`src/logic/spic_pkg.sv`:
```
// Constants and types shared by the serial port interrupt control block
package spic_pkg;
    // Register byte offsets
    localparam logic [7:0] OFF_CTRL = 8'h00;
    localparam logic [7:0] OFF_EN_A = 8'h04;
    localparam logic [7:0] OFF_FLAG_A = 8'h08;
    localparam logic [7:0] OFF_PRIO_A = 8'h0c;
    localparam logic [7:0] OFF_EN_B = 8'h10;
    localparam logic [7:0] OFF_FLAG_B = 8'h14;
    localparam logic [7:0] OFF_PRIO_B = 8'h18;
    localparam logic [7:0] OFF_IRQ_STAT = 8'h1c;
    localparam logic [7:0] OFF_IRQ_MASK = 8'h20;
    localparam logic [7:0] OFF_CORE_STAT = 8'h24;
    // Control register fields
    localparam int CTRL_VARIANT = 0;
    localparam int CTRL_PRIO_MODE = 1;
    localparam int CTRL_GLOBAL_DIS = 2;
    localparam int CTRL_PERIPH_EN = 3;
    localparam int CTRL_GLOBAL_EN = 4;
    localparam logic [4:0] CTRL_RESET = 5'h04;
    // Source fields within a port register
    localparam int SRC_TX = 0;
    localparam int SRC_RX = 1;
    // Vector addresses
    localparam logic [15:0] VEC_PERIPH = 16'h0020;
    localparam logic [15:0] VEC_HIGH = 16'h0008;
    localparam logic [15:0] VEC_LOW = 16'h0018;
    // Bus codes
    localparam logic [2:0] HSIZE_WORD = 3'h2;
    // Kind of the request offered to the core
    typedef enum logic [1:0] {
        KIND_SINGLE,
        KIND_UNPRIO,
        KIND_HIGH,
        KIND_LOW
    } spic_kind_t;
endpackage

```
`src/logic/spic_top.sv`:
```
// Serial port interrupt control with AHB-Lite register access
//
// Added by the designer: the placing of the registers and the AHB-Lite register port.
`timescale 1ns/1ps
`default_nettype none
// Summary of operation
// - A set flag with its enable and global enables raises an interrupt.
// - Single-level: request only with global disable clear and peripheral enable set.
// - Single-level: taking an interrupt sets the global disable bit.
// - Single-level: return clears the global disable bit.
// - Flags are set by serial hardware regardless of enables.
// - Flags come straight from serial hardware; no software clear needed.
// - Priority variant: one vector unprioritised, else high and low vectors.
// - Priority variant: taking saves working, status and bank select registers.
// - Priority mode off: global and peripheral enable both needed.
// - Priority mode on: source needs the global enable of its level.
// - Priority mode: high global enable clear blocks every interrupt.
// - Transmit and receive have separate enable bits.
// - Per-source priority bits, effective only in priority mode.
// - Second port has its own flag, enable and priority registers.
// - Single-level: serial interrupts vector to the peripheral vector.
module spic_top
    import spic_pkg::*;
(
    // Clock and reset
    input wire logic hclk,
    input wire logic hresetn,
    // AHB-Lite slave
    input wire logic hsel,
    input wire logic [31:0] haddr,
    input wire logic [1:0] htrans,
    input wire logic hwrite,
    input wire logic [2:0] hsize,
    input wire logic [31:0] hwdata,
    input wire logic hready,
    output logic hreadyout,
    output logic hresp,
    output logic [31:0] hrdata,
    // Serial hardware flags, index 0 first port, 1 second port
    input wire logic [1:0] tx_int_flag,
    input wire logic [1:0] rx_int_flag,
    // Core sequencer
    output logic int_req,
    output logic [15:0] int_vector,
    input wire logic int_take,
    input wire logic int_return,
    // Core context
    input wire logic [7:0] working_register,
    input wire logic [7:0] alu_status_register,
    input wire logic [7:0] bank_select_register,
    output logic [7:0] saved_working,
    output logic [7:0] saved_status,
    output logic [7:0] saved_bank,
    // Event interrupt
    output logic irq
);

    // ************************************************
    // Bus slave
    // ************************************************
    logic wr_pend_q;
    logic [7:0] addr_q;
    logic [31:0] hrdata_q;
    logic [31:0] rd_d;
    logic acc;

    assign acc = hsel && hready && htrans[1] && (hsize == HSIZE_WORD);
    assign hreadyout = 1'b1;
    assign hresp = 1'b0;
    assign hrdata = hrdata_q;

    // Address phase capture
    always_ff @(posedge hclk or negedge hresetn) begin
        if (!hresetn) begin
            wr_pend_q <= 1'b0;
            addr_q <= 8'h00;
        end else begin
            wr_pend_q <= acc && hwrite;
            if (acc) begin
                addr_q <= haddr[7:0];
            end
        end
    end

    // Write strobes
    logic wr_ctrl, wr_irq_stat, wr_irq_mask;
    logic [1:0] wr_en, wr_prio;
    assign wr_ctrl = wr_pend_q && (addr_q == OFF_CTRL);
    assign wr_irq_stat = wr_pend_q && (addr_q == OFF_IRQ_STAT);
    assign wr_irq_mask = wr_pend_q && (addr_q == OFF_IRQ_MASK);
    assign wr_en = {wr_pend_q && (addr_q == OFF_EN_B), wr_pend_q && (addr_q == OFF_EN_A)};
    assign wr_prio = {wr_pend_q && (addr_q == OFF_PRIO_B), wr_pend_q && (addr_q == OFF_PRIO_A)};

    // ************************************************
    // Control and per-port registers
    // ************************************************
    logic variant_q;
    logic priority_mode_select_q;
    logic global_int_disable_q;
    logic peripheral_int_enable_q;
    logic global_int_enable_q;
    logic high_act_q, low_act_q;
    logic [1:0] tx_int_enable_q, rx_int_enable_q;
    logic [1:0] tx_int_priority_q, rx_int_priority_q;
    logic high_prio_global_enable, low_prio_global_enable;

    // Shared bits renamed for priority mode
    assign high_prio_global_enable = global_int_enable_q;
    assign low_prio_global_enable = peripheral_int_enable_q;

    // Separate enable and priority sets per port
    always_ff @(posedge hclk or negedge hresetn) begin
        if (!hresetn) begin
            tx_int_enable_q <= 2'h0;
            rx_int_enable_q <= 2'h0;
            tx_int_priority_q <= 2'h3;
            rx_int_priority_q <= 2'h3;
        end else begin
            for (int p = 0; p < 2; p++) begin
                if (wr_en[p]) begin
                    tx_int_enable_q[p] <= hwdata[SRC_TX];
                    rx_int_enable_q[p] <= hwdata[SRC_RX];
                end
                if (wr_prio[p]) begin
                    tx_int_priority_q[p] <= hwdata[SRC_TX];
                    rx_int_priority_q[p] <= hwdata[SRC_RX];
                end
            end
        end
    end

    // ************************************************
    // Request evaluation
    // ************************************************
    logic [3:0] flags, enables, prios, pend;
    logic any_pend, hi_pend, lo_pend;
    logic req_d;
    logic [15:0] vec_d;
    spic_kind_t kind_d, kind_q;
    logic int_req_q;
    logic [15:0] int_vector_q;

    // Flags taken directly from the serial hardware
    assign flags = {rx_int_flag[1], tx_int_flag[1], rx_int_flag[0], tx_int_flag[0]};
    assign enables = {rx_int_enable_q[1], tx_int_enable_q[1], rx_int_enable_q[0], tx_int_enable_q[0]};
    assign prios = {rx_int_priority_q[1], tx_int_priority_q[1], rx_int_priority_q[0], tx_int_priority_q[0]};
    assign pend = flags & enables;
    assign any_pend = |pend;
    assign hi_pend = |(pend & prios);
    assign lo_pend = |(pend & ~prios);

    // Gating and vector selection
    always_comb begin
        req_d = 1'b0;
        kind_d = KIND_SINGLE;
        vec_d = VEC_PERIPH;
        if (!variant_q) begin
            req_d = !global_int_disable_q && peripheral_int_enable_q && any_pend;
        end else if (!priority_mode_select_q) begin
            req_d = global_int_enable_q && peripheral_int_enable_q && any_pend;
            kind_d = KIND_UNPRIO;
            vec_d = VEC_HIGH;
        end else if (high_prio_global_enable && hi_pend) begin
            req_d = 1'b1;
            kind_d = KIND_HIGH;
            vec_d = VEC_HIGH;
        end else if (high_prio_global_enable && low_prio_global_enable && lo_pend) begin
            req_d = 1'b1;
            kind_d = KIND_LOW;
            vec_d = VEC_LOW;
        end
    end

    // Registered request towards the core
    always_ff @(posedge hclk or negedge hresetn) begin
        if (!hresetn) begin
            int_req_q <= 1'b0;
            int_vector_q <= VEC_PERIPH;
            kind_q <= KIND_SINGLE;
        end else begin
            int_req_q <= req_d;
            int_vector_q <= vec_d;
            kind_q <= kind_d;
        end
    end
    assign int_req = int_req_q;
    assign int_vector = int_vector_q;

    // Control bits; core take and return override a bus write
    always_ff @(posedge hclk or negedge hresetn) begin
        if (!hresetn) begin
            variant_q <= CTRL_RESET[CTRL_VARIANT];
            priority_mode_select_q <= CTRL_RESET[CTRL_PRIO_MODE];
            global_int_disable_q <= CTRL_RESET[CTRL_GLOBAL_DIS];
            peripheral_int_enable_q <= CTRL_RESET[CTRL_PERIPH_EN];
            global_int_enable_q <= CTRL_RESET[CTRL_GLOBAL_EN];
            high_act_q <= 1'b0;
            low_act_q <= 1'b0;
        end else begin
            if (wr_ctrl) begin
                variant_q <= hwdata[CTRL_VARIANT];
                priority_mode_select_q <= hwdata[CTRL_PRIO_MODE];
                global_int_disable_q <= hwdata[CTRL_GLOBAL_DIS];
                peripheral_int_enable_q <= hwdata[CTRL_PERIPH_EN];
                global_int_enable_q <= hwdata[CTRL_GLOBAL_EN];
            end
            if (int_take && int_req_q) begin
                case (kind_q)
                    KIND_SINGLE: begin
                        global_int_disable_q <= 1'b1;
                    end
                    KIND_UNPRIO, KIND_HIGH: begin
                        global_int_enable_q <= 1'b0;
                        high_act_q <= 1'b1;
                    end
                    KIND_LOW: begin
                        peripheral_int_enable_q <= 1'b0;
                        low_act_q <= 1'b1;
                    end
                    default: begin
                        global_int_disable_q <= 1'b1;
                    end
                endcase
            end else if (int_return) begin
                if (!variant_q) begin
                    global_int_disable_q <= 1'b0;
                end else if (high_act_q) begin
                    global_int_enable_q <= 1'b1;
                    high_act_q <= 1'b0;
                end else if (low_act_q) begin
                    peripheral_int_enable_q <= 1'b1;
                    low_act_q <= 1'b0;
                end else begin
                    global_int_enable_q <= 1'b1;
                end
            end
        end
    end

    // ************************************************
    // Context save
    // ************************************************
    logic [7:0] saved_working_q, saved_status_q, saved_bank_q;

    // Snapshot on every take in the priority variant
    always_ff @(posedge hclk or negedge hresetn) begin
        if (!hresetn) begin
            saved_working_q <= 8'h00;
            saved_status_q <= 8'h00;
            saved_bank_q <= 8'h00;
        end else if (int_take && int_req_q && variant_q) begin
            saved_working_q <= working_register;
            saved_status_q <= alu_status_register;
            saved_bank_q <= bank_select_register;
        end
    end
    assign saved_working = saved_working_q;
    assign saved_status = saved_status_q;
    assign saved_bank = saved_bank_q;

    // ************************************************
    // Event status and mask
    // ************************************************
    logic [3:0] flag_prev_q, irq_stat_q, irq_mask_q, rise;
    logic irq_q;

    assign rise = flags & ~flag_prev_q;

    // Sticky flag rises, set wins over write-one-clear
    always_ff @(posedge hclk or negedge hresetn) begin
        if (!hresetn) begin
            flag_prev_q <= 4'h0;
            irq_stat_q <= 4'h0;
            irq_mask_q <= 4'h0;
            irq_q <= 1'b0;
        end else begin
            flag_prev_q <= flags;
            irq_stat_q <= (irq_stat_q & ~(wr_irq_stat ? hwdata[3:0] : 4'h0)) | rise;
            if (wr_irq_mask) begin
                irq_mask_q <= hwdata[3:0];
            end
            irq_q <= |(irq_stat_q & irq_mask_q);
        end
    end
    assign irq = irq_q;

    // ************************************************
    // Read path
    // ************************************************
    always_comb begin
        rd_d = 32'h0000_0000;
        if (haddr[7:0] == OFF_CTRL) begin
            rd_d[4:0] = {global_int_enable_q, peripheral_int_enable_q, global_int_disable_q,
                         priority_mode_select_q, variant_q};
        end else if (haddr[7:0] == OFF_EN_A) begin
            rd_d[1:0] = {rx_int_enable_q[0], tx_int_enable_q[0]};
        end else if (haddr[7:0] == OFF_FLAG_A) begin
            rd_d[1:0] = {rx_int_flag[0], tx_int_flag[0]};
        end else if (haddr[7:0] == OFF_PRIO_A) begin
            rd_d[1:0] = {rx_int_priority_q[0], tx_int_priority_q[0]};
        end else if (haddr[7:0] == OFF_EN_B) begin
            rd_d[1:0] = {rx_int_enable_q[1], tx_int_enable_q[1]};
        end else if (haddr[7:0] == OFF_FLAG_B) begin
            rd_d[1:0] = {rx_int_flag[1], tx_int_flag[1]};
        end else if (haddr[7:0] == OFF_PRIO_B) begin
            rd_d[1:0] = {rx_int_priority_q[1], tx_int_priority_q[1]};
        end else if (haddr[7:0] == OFF_IRQ_STAT) begin
            rd_d[3:0] = irq_stat_q;
        end else if (haddr[7:0] == OFF_IRQ_MASK) begin
            rd_d[3:0] = irq_mask_q;
        end else if (haddr[7:0] == OFF_CORE_STAT) begin
            rd_d[20:0] = {kind_q, high_act_q, low_act_q, int_req_q, int_vector_q};
        end
    end

    // Read data latched at the address phase
    always_ff @(posedge hclk or negedge hresetn) begin
        if (!hresetn) begin
            hrdata_q <= 32'h0000_0000;
        end else if (acc && !hwrite) begin
            hrdata_q <= rd_d;
        end
    end
endmodule
`default_nettype wire

```
`config.mk`:
```
export PLATFORM = sky130hd
export DESIGN_NAME = spic_top
export DESIGN_NICKNAME = d
export VERILOG_FILES = /design/src/logic/spic_pkg.sv /design/src/logic/spic_top.sv
export SDC_FILE = /design/constraint.sdc
export NUM_CORES = 1
export LEC_CHECK = 0
export BUFFER_PORTS_ARGS = -buffer_cell sky130_fd_sc_hd__buf_4
export CAP_MARGIN = 25
export CORE_MARGIN = 2
export CORE_UTILIZATION = 48
export CTS_BUF_LIST = sky130_fd_sc_hd__clkbuf_8
export DETAILED_ROUTE_END_ITERATION = 16
export PLACE_DENSITY = 0.83
export SLEW_MARGIN = 25
export SYNTH_ARGS = -nofsm -noshare
export SYNTH_HDL_FRONTEND = slang
export SYNTH_SLANG_ARGS = --single-unit
```
`constraint.sdc`:
```
create_clock -name hclk -period 1.8 [get_ports hclk]
set_input_delay 0.18 -clock hclk [delete_from_list [all_inputs] [get_ports hclk]]
set_output_delay 0.18 -clock hclk [all_outputs]
set_load 0.005 [all_outputs]
```
==> impl_metrics.ini, run 1 <==
[clock_tree]
clkSinkCount = 78
cts.clk_slew.worst_paths_ns = 0.08
clkLatencyLatePin_ns = 0.35
post_cts_buffers = 0
cts_tree = yes
cts_resized = 0
h-tree-depth = 3
cts_buffers = 9
cts-root-buf = clkbuf_8
cts_buffer_depth = 2

[global_routing]
use_met2 = 0.3235
met3_usage = 0.04930
met1_usage = 0.2567
grt_pass1_vias = 2827
grt_overflow = 0
grt_usage = 0.2025
grt_pass1_wl_um = 13390
grt_max_degree = 49
gr-max-usage-layer = met2
antenna_found_initial = 0

[logic_synthesis]
ys_types = 45
async_flop_share = 1.000
synth_enable_flop_cells = 0
yosys.area.top_type = dfrtp_1
syn_area_um2 = 3725
synth-main-ff-cell = dfrtp_1
synth-seq-cells = 78
yosysWarnings = 0
yosysTopAreaCellShare = 0.4837
syn_inst = 336
synth_seq_area_share = 0.5260
synth_area_leaders = dfrtp_1 (48%), mux2_2 (12%), buf_4 (7.5%), dfstp_2 (4.2%), o21ai_0 (3.4%)
syn_avg_cell_area_um2 = 11.09

[worst_setup_path]
crit_fanout = 6
crit_required_ns = 2.03
startpoint_type = register
crit_type = reg2reg
cp-end-kind = register
arrival_ns = 1.89

[detailed_routing]
route.detailed.drc = 0
drt-wirelength-per-cell_um = 15.17
routed_wl_um = 8374
ant_nets = 0
firstDrtPassIters = 5
vias = 2889
vias_per_cell = 5.234
drt_iter0_drc = 216

[min_path]
hp-class = in2reg

[cells_and_area]
stdcell_area_um2 = 4730
drive_above_1_share = 0.3756
area_delta_synth_final_pct = 26.97
final_cells = 552
num_antenna_cells = 0
num-nets-final = 551
seqCellArea_um2 = 1959
multiInputGateArea_um2 = 1539
fillers = 645

[timing]
layout_setup_ws_ns = 0.1366
skew_ns = 0.007789
final_max_slew_viol_count = 0
clock.fmax_mhz = 601.2
hold_viol = 0
finalCritPeriodShare = 0.9241
final.min_clock_period_ns = 1.663
setup_violations = 0
rsz0062_at_grt = false

[floorplanning]
chipHeight_um = 92.09
dieArea_um2 = 8481
core_area_um2 = 7607
fp.dieW_um = 92.09
rows = 32
ios = 180
start_util = 0.4896

[placement]
place_ws_ns = -0.02400
port_buffers = 91
placed_cells = 531
placed_area_um2 = 4464
routabilityCongestion = 0.8298
dp_hpwl_um = 6387

[power]
vdd_drop_max_mv = 0.7082
powerDensity_nw_per_um2 = 1133
leakage_nw = 2.329

[run_status]
status = finished clean

[run]
maxCapViolCount = 0
## layout make-up
type,instances,area share
Clock inverter,7,0.01931
Timing Repair Buffer,109,0.1783
Tap cell,102,0.02698
Sequential cell,78,0.4143
Clock buffer,9,0.02619
Inverter,12,0.009524
Multi-Input combinational cell,235,0.3254
## power by group
part / total [mW] / leakage (nW) / switching (mW) / internal, mW
Sequential: 2.49 / 0.935 / 0.294 / 2.20
Combinational: 1.47 / 1.29 / 0.575 / 0.896
Clock: 1.39 / 0.108 / 0.621 / 0.773
Total: 5.36 / 2.33 / 1.49 / 3.87
## registers in the layout, summed over array words and instances (netlist names), 2 cells and up
signal	flops
hrdata	11
rx_int_priority_q	2
kind_q	2
saved_working	8
saved_status	8
saved_bank	8
int_vector	3
irq_stat_q	4
irq_mask_q	4
tx_int_enable_q	2
flag_prev_q	4
addr_q	8
tx_int_priority_q	2
rx_int_enable_q	2
## cell usage after synthesis, drive strengths merged (2+ instances only)
| library cell | instances |
|---|---|
| a22oi | 3 |
| ha | 2 |
| a22o | 6 |
| o21ai | 25 |
| mux2i | 5 |
| nand3b | 3 |
| and2 | 3 |
| a32o | 2 |
| buf | 38 |
| mux2 | 40 |
| a31oi | 2 |
| nor4 | 2 |
| or4b | 2 |
| a21oi | 7 |
| or3 | 3 |
| o22ai | 5 |
| o21a | 3 |
| dfstp | 6 |
| nand2b | 6 |
| nor2b | 2 |
| nand3 | 13 |
| inv | 12 |
| nor3 | 5 |
| nand4 | 5 |
| nor2 | 15 |
| clkbuf | 7 |
| and3 | 4 |
| a21o | 2 |
| dfrtp | 72 |
| conb | 2 |
| nand2 | 25 |
## metal layers
layer / up-vias / wire length (µm)
met5: - / 0
met4: 0 / 179
met3: 20 / 610
met2: 139 / 4230
met1: 1392 / 3354
li1: 1338 / -
## repair_timing
action	in CTS	in global routing
endpoints found under the hold margin	34	0
hold buffers	5	0
endpoints found under the setup margin	0	0
## metrics by stage
step                        util  power (mW)  hold WS [ns]  setup TNS, ns
after floorplan                -       3.187       -0.1156              0
after detailed placement  0.5868       3.998        0.1388       -0.02400
after global routing      0.6217       5.646       0.04466              0
after global placement    0.5868       3.907        0.1325              0
after CTS                 0.6217       5.401       0.04089              0
final                     0.6217       5.359       0.05723              0
## cells in the final DEF (no fill, tap or decap), types with 2 or more instances in the layout
cell           instances
dlygate4sd3_1          5
nand2_1               25
a22o_1                 6
bufinv_16              2
conb_1                36
o22ai_1                5
dfstp_2                6
clkinvlp_4             2
nand3_1               13
a21o_1                 2
nand3b_1               3
a32o_1                 2
ha_1                   2
dfrtp_1               72
nand2b_1               6
o21ai_0               25
clkbuf_8               9
and2_1                 3
o21a_1                 3
a31oi_1                2
a21oi_1                7
buf_4                103
mux2_2                40
mux2i_1                5
a22oi_1                3
and3_1                 4
nor3_1                 4
nor2b_1                2
nor2_1                15
nand4_1                5
inv_1                 14
or3_1                  2
## cells by family after synthesis
group,synth area share
AO/OA/AOI/OAI,0.1051
adder cells (fa/ha/maj),0.006717
buffers and inverters,0.09506
flip-flops,0.5260
multiplexers,0.1344
other,0.002016
AND/OR/NAND/NOR,0.1307
## worst max-delay path: stages, from the launching register on
cell,delay [ns]
dfrtp_1,0.43
nor4_1,0.38
and4_1,0.37
mux2_2,0.36
## worst paths after layout
path	start	to	slack (ns)	cells past startpoint
max in group asynchronous	hresetn	tx_int_priority_q[0]$_DFFE_PN1P_	0.85	3
max	addr_q[2]$_DFFE_PN0P_	irq_mask_q[3]$_DFFE_PN0P_	0.14	3
min in group asynchronous	hresetn	saved_status[1]$_DFFE_PN0P_	0.31	2
max reg2reg	addr_q[2]$_DFFE_PN0P_	irq_mask_q[3]$_DFFE_PN0P_	0.14	3
min	alu_status_register[6]	saved_status[6]$_DFFE_PN0P_	0.06	2
min reg2reg	flag_prev_q[1]$_DFF_PN0_	irq_stat_q[1]$_DFF_PN0_	0.42	1
Power figures use the tool's default switching activity.
==> inputs of run 2 (changes only) <==
CAP_MARGIN = unset   (was 25)
CORE_UTILIZATION = 46   (was 48)
CTS_BUF_LIST = sky130_fd_sc_hd__clkbuf_16   (was sky130_fd_sc_hd__clkbuf_8)
PLACE_DENSITY = 0.8   (was 0.83)
==> run 2 against run 1 <==
- global-route usage is 0.98 points lower
- critical path depth stayed put
- register-to-register slack worse by 0.02 ns
- setup slack worse by 0.018 ns
- non-clock buffer count is 3 lower
- wire length is 1.1% lower
- flip-flop and latch count stayed put
- critical path type unchanged
- highest routed layer unchanged
==> impl_metrics.ini, run 2 (synthesis gave the netlist of run 1 again) <==
[global_routing]
antenna_found_initial = 0
grt_usage = 0.1927
grt_max_degree = 37
grt_overflow = 0
grt_pass1_wl_um = 13210
grt_pass1_vias = 2722

[cells_and_area]
largest_reg_flops = 11
final_cells = 549
final_cell_mix = buf_4 (102), dfrtp_1 (72), mux2_2 (40), conb_1 (36)
fillers = 628
num-nets-final = 548
area_delta_synth_final_pct = 28.96
utilization = 0.6184
drive_above_1_share = 0.3803
layout_commonest_cell = buf_4
stdcell_area_um2 = 4803
num_antenna_cells = 0

[worst_setup_path]
crit_type = reg2reg
arrival_ns = 1.89
startpoint_type = register
cp-end-kind = register
crit_fanout = 4
cp_cell_sequence = nor4_1 -> and4_2 -> mux2_2
r2r_slack_ns = 0.12
crit_required_ns = 2.01
critPathSlowestCell = nor4_1
cpPeakStageDelay_ns = 0.42

[clock_tree]
cts.clk_slew.worst_paths_ns = 0.06
clkSinkCount = 78
cts-root-buf = clkbuf_16
cts_buffer_depth = 2
post_cts_buffers = 0
cts_buffers = 9
clkLatencyLatePin_ns = 0.33
cts_tree = yes
h-tree-depth = 3

[detailed_routing]
drt-wirelength-per-cell_um = 15.08
drt_iter0_drc = 199
firstDrtPassIters = 5
route.detailed.drc = 0
routed_wl_um = 8279
vias = 2848
vias_per_cell = 5.188
ant_nets = 0

[run]
maxCapViolCount = 0

[timing]
setup_violations = 0
rsz0062_at_grt = false
holdWs_ns = 0.01229
layout_setup_ws_ns = 0.1189
clock.fmax_mhz = 594.9
hold_viol = 0
skew_ns = 0.006974
tns_ns = 0
final.min_clock_period_ns = 1.681
final_max_slew_viol_count = 0
finalCritPeriodShare = 0.9339

[floorplanning]
start_util = 0.4795
ios = 180
dieArea_um2 = 8833
chipHeight_um = 93.99
rows = 32
fp.dieW_um = 93.99
core_area_um2 = 7767

[power]
intPower_mw = 4.295
leakage_nw = 2.365
vdd_drop_max_mv = 0.7652
switching_share = 0.2641
power_frac_comb = 0.248
seqPwrFrac = 0.430
clkPwrFrac = 0.323
p_total_mw = 5.836
switchingPower_mw = 1.541
powerDensity_nw_per_um2 = 1215

[placement]
placed_cells = 530
port_buffers = 91
routabilityCongestion = 0.8601
dp_hpwl_um = 6305
placed_area_um2 = 4457
place_ws_ns = 0.03738

[run_status]
status = finished clean

[min_path]
hp-class = in2reg
==> run 2: cell type report <==
class / instances / area (µm²) / share of cell area
sequential: 78 / 1959 / 0.4079
multi-input combinational: 235 / 1540 / 0.3207
timing repair buffer: 106 / 815.8 / 0.1698
clock buffer: 9 / 225.2 / 0.04689
tap: 102 / 127.6 / 0.02657
clock inverter: 7 / 90.09 / 0.01875
inverter: 12 / 45.04 / 0.009377
==> run 2: per-layer routing <==
layer  GRT usage  vias to the layer above  wire (µm)
met5           0                        -          0
met4     0.07126                        0        121
met3     0.03130                       10        486
met2      0.3196                      120       4232
met1      0.2550                     1388       3438
li1            -                     1330          -
==> run 2: repair_timing <==
action	CTS	global route
gates resized for setup	0	1
hold buffers	3	0
setup endpoints to repair	0	3
endpoints found under the hold margin	32	0
==> run 2: final timing paths <==
kind                                               start                                to  cells past startpoint
worst max-delay path               addr_q[1]$_DFFE_PN0P_         irq_mask_q[1]$_DFFE_PN0P_                      3
min in group asynchronous                        hresetn    tx_int_enable_q[0]$_DFFE_PN0P_                      2
max in group asynchronous                        hresetn  rx_int_priority_q[0]$_DFFE_PN1P_                      3
worst max register to register     addr_q[1]$_DFFE_PN0P_         irq_mask_q[1]$_DFFE_PN0P_                      3
worst min register to register  flag_prev_q[1]$_DFF_PN0_           irq_stat_q[1]$_DFF_PN0_                      1
worst min-delay path                      tx_int_flag[1]          flag_prev_q[2]$_DFF_PN0_                      1
==> run 2: critical path, delay by kind of cell (launching register included) <==
family           cells  cell delay (ns)
multiplexers         1             0.35
flip-flops           1             0.40
AND/OR/NAND/NOR      2             0.81
==> run 2: power groups by stage <==
stage	clock network (mW)	registers [mW]	logic, mW
2_1_floorplan	0	2.49	0.696
3_3_place_gp	0	2.51	1.41
3_5_place_dp	0	2.54	1.45
4_1_cts	1.92	2.51	1.46
5_1_grt	2.00	2.56	1.57
6_report	1.88	2.51	1.44
==> inputs of run 3 (changes only) <==
ABC_CLOCK_PERIOD_IN_PS = 1800   (was unset)
RECOVER_POWER = 50   (was unset)
==> run 3 against run 2 <==
- maximum frequency is 0.13% higher
- worst hold slack improved by 0.065 ns
- wire length about the same
- global-route usage unchanged
- first-iteration DRC count rose by 12%
- clock-buffer cell count unchanged
- sequential power is essentially flat
- critical path depth unchanged
- flip-flop and latch count unchanged
- largest power group unchanged
- cell area down 0.86%
- die area did not move
- sequential share of layout area up 0.35 points
==> impl_metrics.ini, run 3 (synthesis gave the netlist of run 1 again) <==
[floorplanning]
chipHeight_um = 93.99
fp.dieW_um = 93.99
core_area_um2 = 7767
start_util = 0.4795
dieArea_um2 = 8833
ios = 180
rows = 32

[detailed_routing]
route.detailed.drc = 0
vias = 2877
drt-wirelength-per-cell_um = 15.07
routed_wl_um = 8276
firstDrtPassIters = 5
vias_per_cell = 5.240
ant_nets = 0
drt_iter0_drc = 223

[power]
switchingPower_mw = 1.534
clkPwrFrac = 0.324
powerDensity_nw_per_um2 = 1220
seqPwrFrac = 0.431
switching_share = 0.2640
vdd_drop_max_mv = 0.7591
power_frac_comb = 0.245
leakage_nw = 2.337
intPower_mw = 4.276

[clock_tree]
cts.clk_slew.worst_paths_ns = 0.06
cts_buffers = 9
cts-root-buf = clkbuf_16
h-tree-depth = 3
clkLatencyLatePin_ns = 0.33
cts_tree = yes
clkSinkCount = 78
cts_buffer_depth = 2

[timing]
finalCritPeriodShare = 0.9327
final_max_slew_viol_count = 0
skew_ns = 0.007273
clock.fmax_mhz = 595.6
setup_violations = 0
tns_ns = 0
worst_pin_slew_ns = 0.8613
hold_viol = 0
rsz0062_at_grt = false
final.min_clock_period_ns = 1.679
slew_headroom = 0.4258

[placement]
placed_area_um2 = 4457
routabilityCongestion = 0.8601
dp_hpwl_um = 6305
port_buffers = 91

[cells_and_area]
largest_reg_flops = 11
num_antenna_cells = 0
drive_above_1_share = 0.3669
multiInputGateArea_um2 = 1535
fillers = 636
final_cell_mix = buf_4 (82), dfrtp_1 (72), mux2_2 (40), conb_1 (36)
stdcell_area_um2 = 4762
area_delta_synth_final_pct = 27.85
layout_commonest_cell = buf_4
seqCellArea_um2 = 1959
num-nets-final = 548

[min_path]
hold_end = saved_status[3]$_DFFE_PN0P_
hold_depth = 2
hp-class = in2reg
hp-start = alu_status_register[3]

[global_routing]
grt_max_degree = 37
grt_overflow = 0
grt_usage = 0.1927
grt_pass1_vias = 2722
antenna_found_initial = 0
grt_pass1_wl_um = 13210

[worst_setup_path]
r2r-end = irq_mask_q[2]$_DFFE_PN0P_
cpPeakStageDelay_ns = 0.42
r2r_start = addr_q[1]$_DFFE_PN0P_
startpoint_type = register
worstRegToRegCells = 3
path_buf_inv = 0
crit_fanout = 4
critPathSlowestCell = nor4_1
crit_type = reg2reg
arrival_ns = 1.89
cp_top_family = simple AND/OR/NAND/NOR gates
cp-end-kind = register
crit_required_ns = 2.02
r2r_slack_ns = 0.12
cp_cell_sequence = nor4_1 -> and4_2 -> mux2_2

[run]
maxCapViolCount = 0

[run_status]
status = finished clean
## run 3: cell types whose count changed in the layout (fill, tap and decap cells not counted), sizes merged
cell    previous run  this run
buf              103        82
clkbuf             9        30
## run 3: stage by stage
stage / hold WS [ns] / setup slack (ns) / cells / utilization / power [mW]
2_1_floorplan: -0.1156 / 0.1804 / 370 / - / 3.187
3_3_place_gp: 0.1590 / 0.02469 / 530 / 0.5738 / 3.911
3_5_place_dp: 0.1646 / 0.03738 / 530 / 0.5738 / 3.989
4_1_cts: 0.002669 / 0.08505 / 549 / 0.6182 / 5.890
5_1_grt: 0.07206 / 0.03079 / 549 / 0.6131 / 6.113
6_report: 0.07693 / 0.1211 / 549 / 0.6131 / 5.810
## run 3: area by class of cell
class,count,area share
flip-flops and latches,78,0.4115
multi-input cells,235,0.3224
repair buffers,106,0.1637
clock buffers,9,0.04729
well taps,102,0.02680
clock inverters,7,0.01892
inverters,12,0.009459
## run 3: how the worst max path moves through the flow
stage | depth (start not counted) | start | end | slack, ns
floorplan | 5 | haddr[0] | hrdata[0]$_DFFE_PN0P_ | 0.18
CTS | 3 | addr_q[1]$_DFFE_PN0P_ | irq_mask_q[2]$_DFFE_PN0P_ | 0.09
finish | 3 | addr_q[1]$_DFFE_PN0P_ | irq_mask_q[2]$_DFFE_PN0P_ | 0.12
global route | 3 | addr_q[1]$_DFFE_PN0P_ | irq_mask_q[2]$_DFFE_PN0P_ | 0.03
detailed placement | 6 | haddr[0] | hrdata[0]$_DFFE_PN0P_ | 0.04
global placement | 6 | haddr[0] | hrdata[0]$_DFFE_PN0P_ | 0.02
## run 3: per-layer routing
metal | vias up | GRT usage | share of wire
met2 | 135 | 0.3196 | 0.51
met1 | 1395 | 0.2550 | 0.42
met4 | 0 | 0.07126 | 0.017
li1 | 1334 | - | -
met3 | 13 | 0.03130 | 0.058
met5 | - | 0 | 0
## run 3: power by group through the flow
stage / registers [mW] / logic [mW] / clock network (mW)
5_1_grt: 2.55 / 1.56 / 2.00
4_1_cts: 2.51 / 1.46 / 1.92
2_1_floorplan: 2.49 / 0.696 / 0
6_report: 2.50 / 1.42 / 1.88
3_5_place_dp: 2.54 / 1.45 / 0
3_3_place_gp: 2.51 / 1.41 / 0
## run 3: repair_timing
action | CTS | global route
setup endpoints to repair | 0 | 3
hold buffers | 3 | 0
resized for setup | 0 | 1
setup buffers | 0 | 0
hold endpoints to repair | 32 | 0
